<file path="src/verilog/tic_pkg.sv">
// Constants for the timer input capture and compare-output pin unit.
// Assumes a 32-bit AXI4-Lite register bus and one clock, MCLK.
`default_nettype none

package tic_pkg;

   // ***************************************************
   // Register byte addresses
   // ***************************************************
   localparam logic [7:0] ADDR_CTRL_A   = 8'h00;
   localparam logic [7:0] ADDR_CTRL_B   = 8'h04;
   localparam logic [7:0] ADDR_IRQ_EN   = 8'h08;
   localparam logic [7:0] ADDR_FLAG     = 8'h0c;
   localparam logic [7:0] ADDR_CAP_LOW  = 8'h10;
   localparam logic [7:0] ADDR_CAP_HIGH = 8'h14;
   localparam logic [7:0] ADDR_COMP     = 8'h18;

   // ***************************************************
   // Field positions
   // ***************************************************
   localparam int COM_A_LSB     = 6;
   localparam int COM_B_LSB     = 4;
   localparam int WGM_LO_LSB    = 0;
   localparam int WGM_HI_LSB    = 3;
   localparam int EDGE_RISE_BIT = 6;
   localparam int IRQ_EN_BIT    = 0;
   localparam int FLAG_BIT      = 0;
   localparam int COMP_SEL_BIT  = 2;
   localparam int COMP_OUT_BIT  = 5;

   // ***************************************************
   // Reset values, responses and synchroniser depth
   // ***************************************************
   localparam logic [7:0] CTRL_A_RST = 8'h00;
   localparam logic [3:0] WGM_RST    = 4'h0;
   localparam logic [1:0] RESP_OKAY  = 2'h0;
   localparam logic [1:0] RESP_SLV   = 2'h2;
   localparam int         SYNC_STAGES = 2;

endpackage

`default_nettype wire

</file>
<file path="src/verilog/tic_sync.sv">
// Two-stage level synchroniser for one asynchronous input.
// Assumes the input may change at any time relative to the clock.
`default_nettype none

module tic_sync
(
   // Clock and reset
   input  wire logic clk,
   input  wire logic rst,
   // Level
   input  wire logic d_async,
   output var  logic q_sync
);

   logic meta_r;
   logic meta_nxt;
   logic q_nxt;

   always_comb
   begin
      meta_nxt = d_async;
      q_nxt    = meta_r;
   end

   always_ff @(posedge clk)
   begin
      if (rst)
      begin
         meta_r <= 1'b0;
         q_sync <= 1'b0;
      end
      else
      begin
         meta_r <= meta_nxt;
         q_sync <= q_nxt;
      end
   end

endmodule

`default_nettype wire

</file>
<file path="src/verilog/tic_top.sv">
// Input capture unit with 8-bit register access and compare pin override.
// Assumes TIMER_COUNT and OC_x_WAVE come from the timer on MCLK;
// capture pin and comparator output are asynchronous.
`default_nettype none

module tic_top
(
   // Clock and reset
   input  wire logic        MCLK,
   input  wire logic        RST,
   // AXI4-Lite write
   input  wire logic [7:0]  S_AXI_AWADDR,
   input  wire logic        S_AXI_AWVALID,
   output var  logic        S_AXI_AWREADY,
   input  wire logic [31:0] S_AXI_WDATA,
   input  wire logic [3:0]  S_AXI_WSTRB,
   input  wire logic        S_AXI_WVALID,
   output var  logic        S_AXI_WREADY,
   output var  logic [1:0]  S_AXI_BRESP,
   output var  logic        S_AXI_BVALID,
   input  wire logic        S_AXI_BREADY,
   // AXI4-Lite read
   input  wire logic [7:0]  S_AXI_ARADDR,
   input  wire logic        S_AXI_ARVALID,
   output var  logic        S_AXI_ARREADY,
   output var  logic [31:0] S_AXI_RDATA,
   output var  logic [1:0]  S_AXI_RRESP,
   output var  logic        S_AXI_RVALID,
   input  wire logic        S_AXI_RREADY,
   // Timer side
   input  wire logic [15:0] TIMER_COUNT,
   input  wire logic        OC_A_WAVE,
   input  wire logic        OC_B_WAVE,
   output var  logic [3:0]  WAVEFORM_MODE,
   output var  logic [1:0]  COM_MODE_A,
   output var  logic [1:0]  COM_MODE_B,
   output var  logic [15:0] CAPTURE_TOP,
   // Capture sources
   input  wire logic        CAPTURE_PIN,
   input  wire logic        COMPARATOR_OUT,
   // Interrupt request and acknowledge
   output var  logic        CAPTURE_IRQ,
   input  wire logic        CAPTURE_IRQ_ACK,
   // Port pins A and B
   input  wire logic        PORT_A_OUT,
   input  wire logic        PORT_A_DDR,
   input  wire logic        PORT_B_OUT,
   input  wire logic        PORT_B_DDR,
   output var  logic        PIN_A_OUT,
   output var  logic        PIN_A_OE,
   output var  logic        PIN_B_OUT,
   output var  logic        PIN_B_OE
);

   // ***************************************************
   // State
   // ***************************************************
   logic        aw_v_r, aw_v_nxt, w_v_r, w_v_nxt;
   logic [7:0]  awaddr_r, awaddr_nxt;
   logic [7:0]  wdata_r, wdata_nxt;
   logic        wstb_r, wstb_nxt;
   logic        bvalid_r, bvalid_nxt, rvalid_r, rvalid_nxt;
   logic [1:0]  bresp_r, bresp_nxt, rresp_r, rresp_nxt;
   logic [7:0]  rdata_r, rdata_nxt;
   logic [7:0]  ctrl_a_r, ctrl_a_nxt;
   logic [3:0]  wgm_r, wgm_nxt;
   logic        rise_r, rise_nxt, irq_en_r, irq_en_nxt;
   logic        comp_sel_r, comp_sel_nxt;
   logic        flag_r, flag_nxt;
   logic [15:0] cap_r, cap_nxt;
   logic [7:0]  temp_r, temp_nxt;
   logic        prev_r, prev_nxt, arm_r, arm_nxt;
   logic        pa_out_r, pa_out_nxt, pa_oe_r, pa_oe_nxt;
   logic        pb_out_r, pb_out_nxt, pb_oe_r, pb_oe_nxt;

   logic        pin_s, comp_s, src, edge_hit, cap_go, icr_top;
   logic        wr_go, rd_go, wr_ok, clr_w1c;

   // ***************************************************
   // Trigger source synchronisers
   // ***************************************************
   tic_sync u_sync_pin
   (
      .clk     (MCLK),
      .rst     (RST),
      .d_async (CAPTURE_PIN),
      .q_sync  (pin_s)
   );

   tic_sync u_sync_comp
   (
      .clk     (MCLK),
      .rst     (RST),
      .d_async (COMPARATOR_OUT),
      .q_sync  (comp_s)
   );

   // ***************************************************
   // Next-state logic
   // ***************************************************
   always_comb
   begin
      icr_top  = wgm_r[3] & ~wgm_r[0];
      src      = comp_sel_r ? comp_s : pin_s;
      edge_hit = arm_r & (rise_r ? (src & ~prev_r)
                                 : (~src & prev_r));
      cap_go   = edge_hit & ~icr_top;
      wr_go    = aw_v_r & w_v_r & ~bvalid_r;
      rd_go    = S_AXI_ARVALID & ~rvalid_r;
      wr_ok    = wstb_r;
      clr_w1c  = wr_go & wr_ok & (awaddr_r == tic_pkg::ADDR_FLAG)
                 & wdata_r[tic_pkg::FLAG_BIT];

      aw_v_nxt     = aw_v_r;
      awaddr_nxt   = awaddr_r;
      w_v_nxt      = w_v_r;
      wdata_nxt    = wdata_r;
      wstb_nxt     = wstb_r;
      bvalid_nxt   = bvalid_r;
      bresp_nxt    = bresp_r;
      rvalid_nxt   = rvalid_r;
      rresp_nxt    = rresp_r;
      rdata_nxt    = rdata_r;
      ctrl_a_nxt   = ctrl_a_r;
      wgm_nxt      = wgm_r;
      rise_nxt     = rise_r;
      irq_en_nxt   = irq_en_r;
      comp_sel_nxt = comp_sel_r;
      cap_nxt      = cap_r;
      temp_nxt     = temp_r;
      prev_nxt     = src;
      arm_nxt      = 1'b1;

      // Address and data held until both present
      if (S_AXI_AWVALID & ~aw_v_r)
      begin
         aw_v_nxt   = 1'b1;
         awaddr_nxt = S_AXI_AWADDR;
      end
      if (S_AXI_WVALID & ~w_v_r)
      begin
         w_v_nxt   = 1'b1;
         wdata_nxt = S_AXI_WDATA[7:0];
         wstb_nxt  = S_AXI_WSTRB[0];
      end
      if (S_AXI_BVALID & S_AXI_BREADY)
      begin
         bvalid_nxt = 1'b0;
      end
      if (S_AXI_RVALID & S_AXI_RREADY)
      begin
         rvalid_nxt = 1'b0;
      end

      // Read path
      if (rd_go)
      begin
         rvalid_nxt = 1'b1;
         rresp_nxt  = tic_pkg::RESP_OKAY;
         rdata_nxt  = 8'h00;
         unique case (S_AXI_ARADDR)
            tic_pkg::ADDR_CTRL_A:
               rdata_nxt = {ctrl_a_r[7:2], wgm_r[1:0]};
            tic_pkg::ADDR_CTRL_B:
               rdata_nxt = {1'b0, rise_r, 1'b0, wgm_r[3:2], 3'h0};
            tic_pkg::ADDR_IRQ_EN:
               rdata_nxt = {7'h00, irq_en_r};
            tic_pkg::ADDR_FLAG:
               rdata_nxt = {7'h00, flag_r};
            tic_pkg::ADDR_CAP_LOW:
            begin
               rdata_nxt = cap_r[7:0];
               temp_nxt  = cap_r[15:8];
            end
            tic_pkg::ADDR_CAP_HIGH:
               rdata_nxt = temp_r;
            tic_pkg::ADDR_COMP:
            begin
               rdata_nxt[tic_pkg::COMP_OUT_BIT] = comp_s;
               rdata_nxt[tic_pkg::COMP_SEL_BIT] = comp_sel_r;
            end
            default:
               rresp_nxt = tic_pkg::RESP_SLV;
         endcase
      end

      // Write path
      if (wr_go)
      begin
         aw_v_nxt   = 1'b0;
         w_v_nxt    = 1'b0;
         bvalid_nxt = 1'b1;
         bresp_nxt  = tic_pkg::RESP_OKAY;
         unique case (awaddr_r)
            tic_pkg::ADDR_CTRL_A:
            begin
               if (wr_ok)
               begin
                  ctrl_a_nxt   = wdata_r;
                  wgm_nxt[1:0] = wdata_r[tic_pkg::WGM_LO_LSB +: 2];
               end
            end
            tic_pkg::ADDR_CTRL_B:
            begin
               if (wr_ok)
               begin
                  rise_nxt     = wdata_r[tic_pkg::EDGE_RISE_BIT];
                  wgm_nxt[3:2] = wdata_r[tic_pkg::WGM_HI_LSB +: 2];
               end
            end
            tic_pkg::ADDR_IRQ_EN:
            begin
               if (wr_ok)
               begin
                  irq_en_nxt = wdata_r[tic_pkg::IRQ_EN_BIT];
               end
            end
            tic_pkg::ADDR_FLAG:
               ;
            tic_pkg::ADDR_CAP_HIGH:
            begin
               if (wr_ok)
               begin
                  temp_nxt = wdata_r;
               end
            end
            tic_pkg::ADDR_CAP_LOW:
            begin
               if (wr_ok & icr_top)
               begin
                  cap_nxt = {temp_r, wdata_r};
               end
            end
            tic_pkg::ADDR_COMP:
            begin
               if (wr_ok)
               begin
                  comp_sel_nxt = wdata_r[tic_pkg::COMP_SEL_BIT];
               end
            end
            default:
               bresp_nxt = tic_pkg::RESP_SLV;
         endcase
      end

      // Capture wins over a write to the capture register
      if (cap_go)
      begin
         cap_nxt = TIMER_COUNT;
      end

      // Flag: set beats clear
      flag_nxt = flag_r;
      if (clr_w1c | CAPTURE_IRQ_ACK)
      begin
         flag_nxt = 1'b0;
      end
      if (cap_go)
      begin
         flag_nxt = 1'b1;
      end

      // Pin override
      pa_out_nxt = PORT_A_OUT;
      pb_out_nxt = PORT_B_OUT;
      if (ctrl_a_r[tic_pkg::COM_A_LSB +: 2] != 2'h0)
      begin
         pa_out_nxt = OC_A_WAVE;
      end
      if (ctrl_a_r[tic_pkg::COM_B_LSB +: 2] != 2'h0)
      begin
         pb_out_nxt = OC_B_WAVE;
      end
      pa_oe_nxt = PORT_A_DDR;
      pb_oe_nxt = PORT_B_DDR;
   end

   // ***************************************************
   // Registers
   // ***************************************************
   always_ff @(posedge MCLK)
   begin
      if (RST)
      begin
         aw_v_r <= 1'b0;  awaddr_r <= 8'h00;
         w_v_r  <= 1'b0;  wdata_r  <= 8'h00;  wstb_r <= 1'b0;
         bvalid_r <= 1'b0;  bresp_r <= tic_pkg::RESP_OKAY;
         rvalid_r <= 1'b0;  rresp_r <= tic_pkg::RESP_OKAY;
         rdata_r  <= 8'h00;
         ctrl_a_r <= tic_pkg::CTRL_A_RST;
         wgm_r    <= tic_pkg::WGM_RST;
         rise_r   <= 1'b0;  irq_en_r <= 1'b0;  comp_sel_r <= 1'b0;
         flag_r   <= 1'b0;  cap_r    <= 16'h0000;  temp_r <= 8'h00;
         prev_r   <= 1'b0;  arm_r    <= 1'b0;
         pa_out_r <= 1'b0;  pa_oe_r  <= 1'b0;
         pb_out_r <= 1'b0;  pb_oe_r  <= 1'b0;
      end
      else
      begin
         aw_v_r <= aw_v_nxt;  awaddr_r <= awaddr_nxt;
         w_v_r  <= w_v_nxt;   wdata_r  <= wdata_nxt;  wstb_r <= wstb_nxt;
         bvalid_r <= bvalid_nxt;  bresp_r <= bresp_nxt;
         rvalid_r <= rvalid_nxt;  rresp_r <= rresp_nxt;
         rdata_r  <= rdata_nxt;
         ctrl_a_r <= ctrl_a_nxt;  wgm_r <= wgm_nxt;
         rise_r   <= rise_nxt;  irq_en_r <= irq_en_nxt;
         comp_sel_r <= comp_sel_nxt;
         flag_r   <= flag_nxt;  cap_r <= cap_nxt;  temp_r <= temp_nxt;
         prev_r   <= prev_nxt;  arm_r <= arm_nxt;
         pa_out_r <= pa_out_nxt;  pa_oe_r <= pa_oe_nxt;
         pb_out_r <= pb_out_nxt;  pb_oe_r <= pb_oe_nxt;
      end
   end

   // ***************************************************
   // Outputs
   // ***************************************************
   assign S_AXI_AWREADY = ~aw_v_r;
   assign S_AXI_WREADY  = ~w_v_r;
   assign S_AXI_BVALID  = bvalid_r;
   assign S_AXI_BRESP   = bresp_r;
   assign S_AXI_ARREADY = ~rvalid_r;
   assign S_AXI_RVALID  = rvalid_r;
   assign S_AXI_RRESP   = rresp_r;
   assign S_AXI_RDATA   = {24'h000000, rdata_r};
   assign CAPTURE_IRQ   = flag_r & irq_en_r;
   assign WAVEFORM_MODE = wgm_r;
   assign COM_MODE_A    = ctrl_a_r[tic_pkg::COM_A_LSB +: 2];
   assign COM_MODE_B    = ctrl_a_r[tic_pkg::COM_B_LSB +: 2];
   assign CAPTURE_TOP   = cap_r;
   assign PIN_A_OUT     = pa_out_r;
   assign PIN_A_OE      = pa_oe_r;
   assign PIN_B_OUT     = pb_out_r;
   assign PIN_B_OE      = pb_oe_r;
endmodule

`default_nettype wire

</file>
<file path="config.mk">
export PLATFORM = sky130hd
export DESIGN_NAME = tic_top
export DESIGN_NICKNAME = d
export VERILOG_FILES = /design/src/verilog/tic_pkg.sv /design/src/verilog/tic_sync.sv /design/src/verilog/tic_top.sv
export SDC_FILE = /design/constraint.sdc
export NUM_CORES = 1
export LEC_CHECK = 0
export ABC_AREA = 1
export BUFFER_PORTS_ARGS = -buffer_cell sky130_fd_sc_hd__buf_2
export CORE_UTILIZATION = 45
export CTS_CLUSTER_DIAMETER = 200
export CTS_CLUSTER_SIZE = 10
export DETAILED_ROUTE_END_ITERATION = 10
export GPL_TIMING_DRIVEN = 1
export PLACE_DENSITY = 0.74
export RECOVER_POWER = 100
export SETUP_SLACK_MARGIN = 0.05
export SLEW_MARGIN = 20
export SYNTH_ARGS = -nofsm -noshare
export SYNTH_HDL_FRONTEND = slang
export SYNTH_SLANG_ARGS = --single-unit
</file>
<file path="constraint.sdc">
create_clock -name MCLK -period 1.71 [get_ports MCLK]
set_clock_uncertainty 0.15 [all_clocks]
set_input_delay 0.513 -clock MCLK [delete_from_list [all_inputs] [get_ports MCLK]]
set_output_delay 0.513 -clock MCLK [all_outputs]
set_load 0.01 [all_outputs]
</file>
# [After elaboration in Yosys (flattened, before gate mapping)]
# Cells that the tools add are included.
[word_totals] output_inout_bits=70 ff_bits=83
[classes] n_reduce_logical=18 n_eq_ne=12 bitwise=26 mux=27
[ops] operator="16-bit 2-to-1 mux" count=4
[ops] operator="8-bit by 5-bit equality test with 1-bit output, second input constant" count=6
[ops] operator="8-bit 2-to-1 mux" count=5
[ops] operator="8-bit by 4-bit equality test with 1-bit output, second input constant" count=4
[ops] operator="1-bit AND" count=17
[ops] operator="8-bit by 3-bit equality test with 1-bit output, second input constant" count=2
[ops] operator="8-bit logical NOT" count=2
[ops] operator="2-bit one-hot mux with 4 select lines" count=2
[ops] operator="2-bit nonzero test" count=8
[ops] operator="3-bit AND reduction" count=5
[ops] operator="7-bit OR reduction" count=2
[ops] operator="1-bit 2-to-1 mux" count=11
[ops] operator="2-bit one-hot mux with 5 select lines" count=1
[ops] operator="1-bit inverter" count=8
[ops] operator="1-bit one-hot mux with 4 select lines" count=2
[ops] operator="2-bit 2-to-1 mux" count=2
[ops] operator="2-bit OR reduction" count=1
[ops] operator="1-bit OR" count=1

# [Depth between registers and ports, before layout]
# Gate-level depths: netlist of run 1.
[logic_depth] word_depth=8 ltp_mapped=10 mapped_depth_nobuf=9

# [Modules after synthesis]
# Synthesis of run 1 repeated with hierarchy kept, for this count alone.
[hier_totals] hier_cells=551 area_unflattened_um2=4040.1
[modules_own_cells] module="tic_top" instances=1 seq_area_each_um2=1501.4 area_per_inst_um2=3930.0 cells_per_inst=539
[modules_own_cells] module="tic_sync" instances=2 seq_area_each_um2=40.0 area_per_inst_um2=55.1 cells_per_inst=6

# [Worst setup path after synthesis of run 1]
# OpenSTA, ideal clock, no wires.
[synth_timing] path_kind="input port to flip-flop" startpoint="in S_AXI_ARADDR[5]" endpoint="reg temp_r[7]" setup_ns=0.056 path_slack_ns=0.159 arrival_time_ns=1.345 path_stages=9 cell_sequence="inv_1 > nand2_1 > nor2_4 > nand2_2 > nor2_4 > nand2_1 > o211ai_1 > nand2_1 > inv_1"
[synth_between] elab_chain_cells=6
[synth_lines] element="start, declared" line_no="tic_top.sv:23" text="input wire logic [7:0] S_AXI_ARADDR,"
[synth_lines] element="8-bit by 5-bit equality test with 1-bit output (*)" line_no="tic_top.sv:161" text="unique case (S_AXI_ARADDR)"
[synth_lines] element="8-bit 2-to-1 mux (*)" line_no="tic_top.sv:161"
[synth_lines] element="8-bit 2-to-1 mux (*)" line_no="tic_top.sv:156" text="if (rd_go)"
[synth_lines] element="8-bit 2-to-1 mux" line_no="tic_top.sv:222" text="if (wr_ok)"
[synth_lines] element="8-bit 2-to-1 mux" line_no="tic_top.sv:194" text="unique case (awaddr_r)"
[synth_lines] element="8-bit 2-to-1 mux (*)" line_no="tic_top.sv:188" text="if (wr_go)"
[synth_lines] element="end signal, assigned" line_no="tic_top.sv:308" text="flag_r <= flag_nxt; cap_r <= cap_nxt; temp_r <= temp_nxt;"
[synth_lines] element="end, declared" line_no="tic_top.sv:71" text="logic [7:0] temp_r, temp_nxt;"
# Every way passes the cells marked *; elsewhere a longest branch is shown, timed or not.
# A chain may end at the register's enable or synchronous reset.

# [Final worst setup path of run 1]
[layout_timing] startpoint="reg wgm_r[3], in the netlist WAVEFORM_MODE[3]" endpoint="out WAVEFORM_MODE[3]"
[layout_rtl] element="start, declared" line_no="tic_top.sv:66" text="logic [3:0] wgm_r, wgm_nxt;"
[layout_rtl] element="start signal, assigned" line_no="tic_top.sv:291" text="wgm_r <= tic_pkg::WGM_RST;"
[layout_rtl] element="start signal, assigned" line_no="tic_top.sv:305" text="ctrl_a_r <= ctrl_a_nxt; wgm_r <= wgm_nxt;"
[layout_rtl] element="end, declared" line_no="tic_top.sv:34" text="output var logic [3:0] WAVEFORM_MODE,"
# No word-level cell between the ends.

==> metrics.md, run 1 <==
| Metric | Value |
|---|---|
| Die Span Y | roughly 97 µm |
| GR Util All Layers | between 20% and 30% |
| Seq cells post-synth | 79 |
| Post-route non-filler standard cell count | 773 |
| DRC | 0 |
| Top cells by area, synth | dfxtp_1 39%, nand3_1 9.0%, nand2_1 7.1% |
| Detailed-router iteration count before antenna repair | 4 |
| FP Rows | 34 |
| DP Area | approximately 4600 µm² |
| Max capacitance violation total | 0 |
| Vias in the first global route | ~3600 |
| Layout fillers | between 800 and 900 |
| Inst Count DP | 756 |
| Fin area | roughly 4800 µm² |
| Status | completed |
| I/O pins | ~150 |
| Cells after synthesis | 555 |
| Finished Core Util | 55.3% |
| Largest net degree at the start of global routing | 34 |
| Post-Syn Area | a little over 4000 µm² |
| Hold crit path type | in -> reg |
| Global-route wire length before repair | 17.3 mm |
| Seq pwr share | between 40% and 50% |
| Grt met2 use | 39.1% |
| Setup TNS | 0 ns |
| Die ar. | roughly 9400 µm² |
| Startpoint Class | flop |
| DP HPWL | 8.09 mm |
| RSZ-0062 raised after global routing | yes |
| P_sw | 1.06 mW |
| Nets | about 740 |
| Multi-input gate area | between 1500 and 2000 µm² |
| # port buffers | 100 |
| CTS buffer count | 9 |
| Deepest clock path buffer count | 2 |
| Hold_buf cts | 0 |
| Starting density of the core | ~47% |
| Syn avg cell area | approximately 7.3 µm² |
| CTS tree | done |
| Sw Ratio | roughly 26% |
| Initial DRC count | between 200 and 250 |
| Vias | between 3000 and 4000 |
| Routed Antenna Nets | 0 |
| Peak fanout along the critical path | 3 |
| FF/Latch Area | 1590 µm² |
| Final Hold Fails | 0 |
| Clk slew on worst S/H paths | 0.08 ns |
| # setup viols final | 0 |
| VDD IR-drop max | approximately 600 µV |
| Busiest grt layer | met2 |
| Fin crit share | 94.4% |
| Post-detailed-route via-to-cell ratio | slightly above 5 |
| Critical path capture point type | primary output |
| Comb power frac | between 10% and 20% |
| Relative slew margins | 51.0% |
| Clk pwr share | 42.1% |
| Core ar. | roughly 8700 µm² |
| Final wirelength | around 11 mm |
| Clock Sink Count | 79 |
| Slew @ Worst Pin | ~0.74 ns |
| Unique cell type count in the Yosys netlist | 37 |
| Area added between synthesis and finish | 18.5% |
| Root Driver | clkbuf_8 |
| Initial antenna violation count | 0 |
| Top cell type's share of synthesized area | around 39% |
| Final hold slack | between 0.2 and 0.25 ns |
| Critical path class | reg -> out |
| GR Util met1 | around 30% |
| Skew-Pair Late Insertion Delay | about 0.35 ns |
| P_int | roughly 3 mW |
| Worst EP arrival | about 0.95 ns |
| Static Leak | ~2.2 nW |
| H-tree Lvls | 3 |
| Layout cells sized above 1 | between 20% and 30% |
| Cell taking the most area after synthesis | dfxtp_1 |
| YS warnings | 0 |
| F_max | between 0.6 and 0.7 GHz |
| Routability cong. | 0.877 |
| Drt wl/cell | between 10 and 15 µm |
| PD cells | roughly 860 nW/µm² |
| Tmin final | ~1.6 ns |
| Congestion Overflow GR | 0 |
| GRT met3 Usage | between 3 and 4% |
| # diodes | 0 |
| Register area share after synthesis | between 30% and 40% |
| Final Max Tran Viols | 0 |
| Die Span X | 97.1 µm |
| WP data required | ~1.1 ns |
-- cell type report --
cell class | count | share of cell area (%)
multi-input combinational | 371 | 39.8
sequential | 79 | 33.0
timing repair buffer | 121 | 13.1
inverter | 78 | 6.07
clock buffer | 10 | 2.85
tap | 108 | 2.80
clock inverter | 6 | 2.39
-- what timing repair did --
item / 4_1_cts / 5_1_grt
pin swaps: 0 / 0
endpoints found under the setup margin: 2 / 20
buffers inserted: 0 / 1
resized for setup: 2 / 7
-- logic make-up (layout without fill, tap and decap cells) --
| kind of cell | count (synthesis) | in the layout | synth area share (%) |
|---|---|---|---|
| and+or+nand+nor | 235 | 235 | 29.5 |
| DFF | 79 | 79 | 38.9 |
| AOI/OAI and AO/OA | 110 | 110 | 15.6 |
| other | 1 | 26 | 0.0922 |
| buffers and inverters | 130 | 215 | 15.9 |
-- path summary, 6_finish.rpt --
check / end / from / slack [ns] / depth (start not counted)
setup / recovery: WAVEFORM_MODE[3] / WAVEFORM_MODE[3]$_SDFFE_PP0P_ / 0.1 / 2
hold / removal: PIN_B_OE$_SDFF_PP0_ / PORT_B_DDR / 0.21 / 3
setup reg to reg: temp_r[2]$_SDFF_PP0_ / awaddr_r[1]$_SDFFE_PP0P_ / 0.13 / 7
hold reg to reg: u_sync_comp.q_sync$_SDFF_PP0_ / u_sync_comp.meta_r$_SDFF_PP0_ / 0.25 / 2
-- critical path: stages, from the launching register on --
cell and delay, ns:
dfxtp_4 0.37, buf_6 0.12, buf_6 0.11
-- state kept, by name, indices dropped and copies added, names as in the netlist, 2 cells and up --
register,count
WAVEFORM_MODE,2
wdata_r,8
ctrl_a_r,8
rdata_r,8
awaddr_r,8
CAPTURE_TOP,16
temp_r,8
-- power by group through the flow --
stage               registers, mW  clock network, mW  logic (mW)
global route                 1.97               1.86       0.477
CTS                          1.97               1.77       0.439
global placement             2.01                  0       0.424
floorplan                    1.99                  0       0.300
detailed placement           2.01                  0       0.438
finish                       1.97               1.75       0.427
-- metal layers --
layer  wire length, µm  share of wire [%]  up-vias
met5                 0                  0        -
met4               234                2.2        0
met3               748                7.0       19
li1                  -                  -     1953
met1              4670                 43     1768
met2              5090                 47      155
-- synth_stat cells (all sizes together) --
cell type  number
nor3            3
nor2           51
buf            45
o21ai          51
conb            1
nand3          87
inv            78
nand4           4
o211ai          2
o21a            1
clkbuf          7
dfxtp          79
a21oi          51
a21boi          1
nand2          82
o22ai           1
or2             7
a211oi          2
nand3b          1
a41oi           1
-- stage by stage --
stage,worst slack [ns],total power [mW]
floorplan,0.159,2.29
CTS,0.0483,4.18
detailed placement,-0.110,2.45
finish,0.0952,4.14
global route,0.0346,4.31
global placement,-0.0908,2.43
-- placed cells by master, fill, tap and decap left out, drive strengths merged --
cell      count
clkinvlp      1
a211oi        2
nor3          3
nand2        82
a41oi         1
a21boi        1
a21oi        51
bufinv        3
inv          80
nand3b        1
nand4         4
nor2         51
o21ai        51
buf          75
dfxtp        79
nand3        87
o211ai        2
o21a          1
o22ai         1
clkbuf       56
conb         26
or2           7
(Power assumes the default switching activity.)
==> run 2: changes to the inputs <==
Settings changed: SYNTH_HIERARCHICAL from default to 1.
==> metrics.md, run 2 <==
| Metric | Value |
|---|---|
| Global-route wire length before repair | 16.5 mm (-4.9%) |
| Peak fanout along the critical path | 5 (+2) |
| Hold crit path type | in -> reg |
| Critical path class | reg -> out |
| PD cells | 777 nW/µm² (-9.6%) |
| FP Rows | 34 (unchanged) |
| Most frequent cells in the layout | 86 x nand2_1, 86 x nand3_1, 79 x dfxtp_1 |
| Critical path, cell by cell | buf_2 |
| Hold EP | PIN_B_OE$_SDFF_PP0_ |
| I/O pins | 154 (unchanged) |
| Vias | 3852 (-1.1%) |
| Worst reg2reg path startpoint | WAVEFORM_MODE[3]$_SDFFE_PP0P_ |
| Ys flop type | dfxtp_1 |
| Cells after synthesis | 551 (-0.72%) |
| Setup WS post-layout | 0.0621 ns (-0.0331 ns) |
| Total Power | 3.71 mW (-10%) |
| Unique cell type count in the Yosys netlist | 37 (unchanged) |
| Number of flip-flops in the largest register | 16 (unchanged) |
| Worst EP arrival | 0.98 ns (+0.03 ns) |
| R2R Setup Slk | 0.10 ns (-0.03 ns) |
| Post-synth ARST share | 0% (unchanged) |
| # setup viols final | 0 (unchanged) |
| H-tree Lvls | 3 (unchanged) |
| F_max | 0.607 GHz (-2.0%) |
| DRC | 0 (unchanged) |
| Skew-Pair Late Insertion Delay | 0.34 ns (about the same) |
| Bufs and invs on worst path | 1 (-1) |
| Root Driver | clkbuf_8 |
| Critical path capture point type | primary output |
| RSZ-0062 raised after global routing | no |
| Die Span Y | 96.8 µm (-0.33%) |
| Die Span X | 96.8 µm (-0.33%) |
| Final Max Tran Viols | 0 (unchanged) |
| DP HPWL | 7.71 mm (-4.7%) |
| Syn avg cell area | 7.33 µm² (about the same) |
| Most frequent cells after synthesis | 85 x nand2_1, 85 x nand3_1, 79 x dfxtp_1 |
| Largest net degree at the start of global routing | 41 (+21%) |
| Vias in the first global route | 3412 (-6.5%) |
| WP data required | 1.05 ns (about the same) |
| Post-Syn Area | 4040 µm² (-0.68%) |
| Deepest clock path buffer count | 2 (unchanged) |
| Register area share after synthesis | 39.1% (+0.26 points) |
| # diodes | 0 (unchanged) |
| Status | completed |
| R2R depth | 6 (-1) |
| Clock Sink Count | 79 (unchanged) |
| Post-synth EDFFs | 0 (unchanged) |
| Setup slack after placement | -0.120 ns (-0.00960 ns) |
| Initial DRC count | 209 (-11%) |
| Fin crit share | 96.4% (+1.9 points) |
| Core ar. | 8720 µm² (unchanged) |
| Slowest cell on the critical path | dfxtp_1 |
| Startpoint Class | flop |
| Cell taking the most area after synthesis | dfxtp_1 |
| Area added between synthesis and finish | 18.2% |
| Crit path max-delay family | flip-flops |
| Die ar. | 9360 µm² (-0.67%) |
| Top cell type's share of synthesized area | 39.1% (+0.26 points) |
| Congestion Overflow GR | 0 (unchanged) |
| Routability cong. | 0.904 (+3.1%) |
| Min-delay src | PORT_B_DDR |
| WHS Path Cells | 3 (unchanged) |
| Drt wl/cell | 13.6 µm (-2.5%) |
| Worst stage delay on the critical path | 0.46 ns (+0.09 ns) |
| # port buffers | 100 (unchanged) |
| Static Leak | 2.20 nW (+1.3%) |
| VDD IR-drop max | 389 µV (-35%) |
| Clk slew on worst S/H paths | 0.08 ns (about the same) |
| CTS tree | done |
| YS warnings | 6 (+6) |
| CTS buffer count | 9 (unchanged) |
| Top cells by area, synth | dfxtp_1 39%, nand3_1 11%, nand2_1 7.9% |
| Seq cells post-synth | 79 (unchanged) |
| GR Util All Layers | 22.1% (-1.2 points) |
| Detailed-router iteration count before antenna repair | 4 (unchanged) |
| Final wirelength | 10.5 mm (-2.5%) |
| Final Hold Fails | 0 (unchanged) |
| Worst r2r dst | CAPTURE_TOP[9]$_SDFFE_PP0P_ |
| Routed Antenna Nets | 0 (unchanged) |
| Post-detailed-route via-to-cell ratio | 4.98 (-1.1%) |
| Layout cells sized above 1 | 19.4% (-2.4 points) |
| Nets | 745 (+0.13%) |
| Max capacitance violation total | 0 (unchanged) |
| Tmin final | 1.65 ns (+0.0331 ns) |
| Initial antenna violation count | 0 (unchanged) |
| Starting density of the core | 46.3% (-0.32 points) |
-- run 2: cell count changes in the layout (fill, tap and decap cells not counted), moves of 6 or more --
cell,before,now
nor2_1,45,53
o21ai_0,48,32
nand3_2,11,2
a21oi_1,45,39
nand2_1,77,86
nand3_1,74,86
inv_2,10,2
-- run 2: worst max path at each step --
stage / from / endpoint / slack (ns) / cells past startpoint
4_1_cts: ctrl_a_r[0]$_SDFFE_PP0P_ / WAVEFORM_MODE[0] / 0.06 / 1
6_report: ctrl_a_r[0]$_SDFFE_PP0P_ / WAVEFORM_MODE[0] / 0.06 / 1
2_1_floorplan: S_AXI_ARADDR[7] / temp_r[3]$_SDFF_PP0_ / 0.18 / 9
5_1_grt: S_AXI_ARADDR[7] / temp_r[2]$_SDFF_PP0_ / 0.03 / 10
3_5_place_dp: S_AXI_ARADDR[7] / temp_r[3]$_SDFF_PP0_ / -0.12 / 10
3_3_place_gp: S_AXI_ARADDR[7] / temp_r[6]$_SDFF_PP0_ / -0.04 / 10
-- run 2: cell type report --
cell class	count	area [µm²]
Tap cell	108	135
Clock inverter	4	47.5
Sequential cell	79	1580
Multi-Input combinational cell	380	1920
Clock buffer	11	131
Timing Repair Buffer	125	711
Inverter	66	248
Fill cell	857	3950
-- run 2: tightest hold or removal path, delay by kind of cell --
kind                   cells  cell delay (ns)
buffers and inverters      2             0.13
and+or+nand+nor            1             0.03
-- run 2: repair_timing --
action                                  CTS  global route
setup buffers                             0             9
hold buffers                              0             0
endpoints found under the setup margin    3            31
pin swaps                                 1             5
resized for setup                         0             7
cloned                                    0             2
-- run 2: per-stage QoR --
stage | cell area (µm²) | hold slack, ns | util (%) | setup TNS, ns | std cells
floorplan | 4130 | 0.238 | - | 0 | 576
global placement | 4570 | 0.240 | 52.4 | -0.224 | 747
detailed placement | 4570 | 0.246 | 52.4 | -0.900 | 747
CTS | 4750 | 0.213 | 54.4 | 0 | 762
global route | 4770 | 0.221 | 54.7 | 0 | 773
finish | 4770 | 0.227 | 54.7 | 0 | 773
-- run 2: cell families (layout without fill, tap and decap cells) --
logic type,after synthesis,after routing,share of synthesized area (%)
buffers and inverters,119,206,15.6
DFF,79,79,39.1
AOI/OAI and AO/OA,92,92,13.5
other,1,26,0.0928
and+or+nand+nor,260,262,31.6
-- run 2: power by group --
| group | switching (mW) | internal, mW | total, mW |
|---|---|---|---|
| combinational | 0.271 | 0.164 | 0.435 |
| sequential | 0.0537 | 1.90 | 1.96 |
| clock | 0.653 | 0.664 | 1.32 |
| total | 0.977 | 2.73 | 3.71 |
-- run 2: layer usage --
layer	track usage (%)	up-vias	routed length (µm)
li1	-	1948	-
met1	29.5	1719	4640
met2	35.3	173	4880
met3	4.05	12	774
met4	8.50	0	181
met5	0	-	0
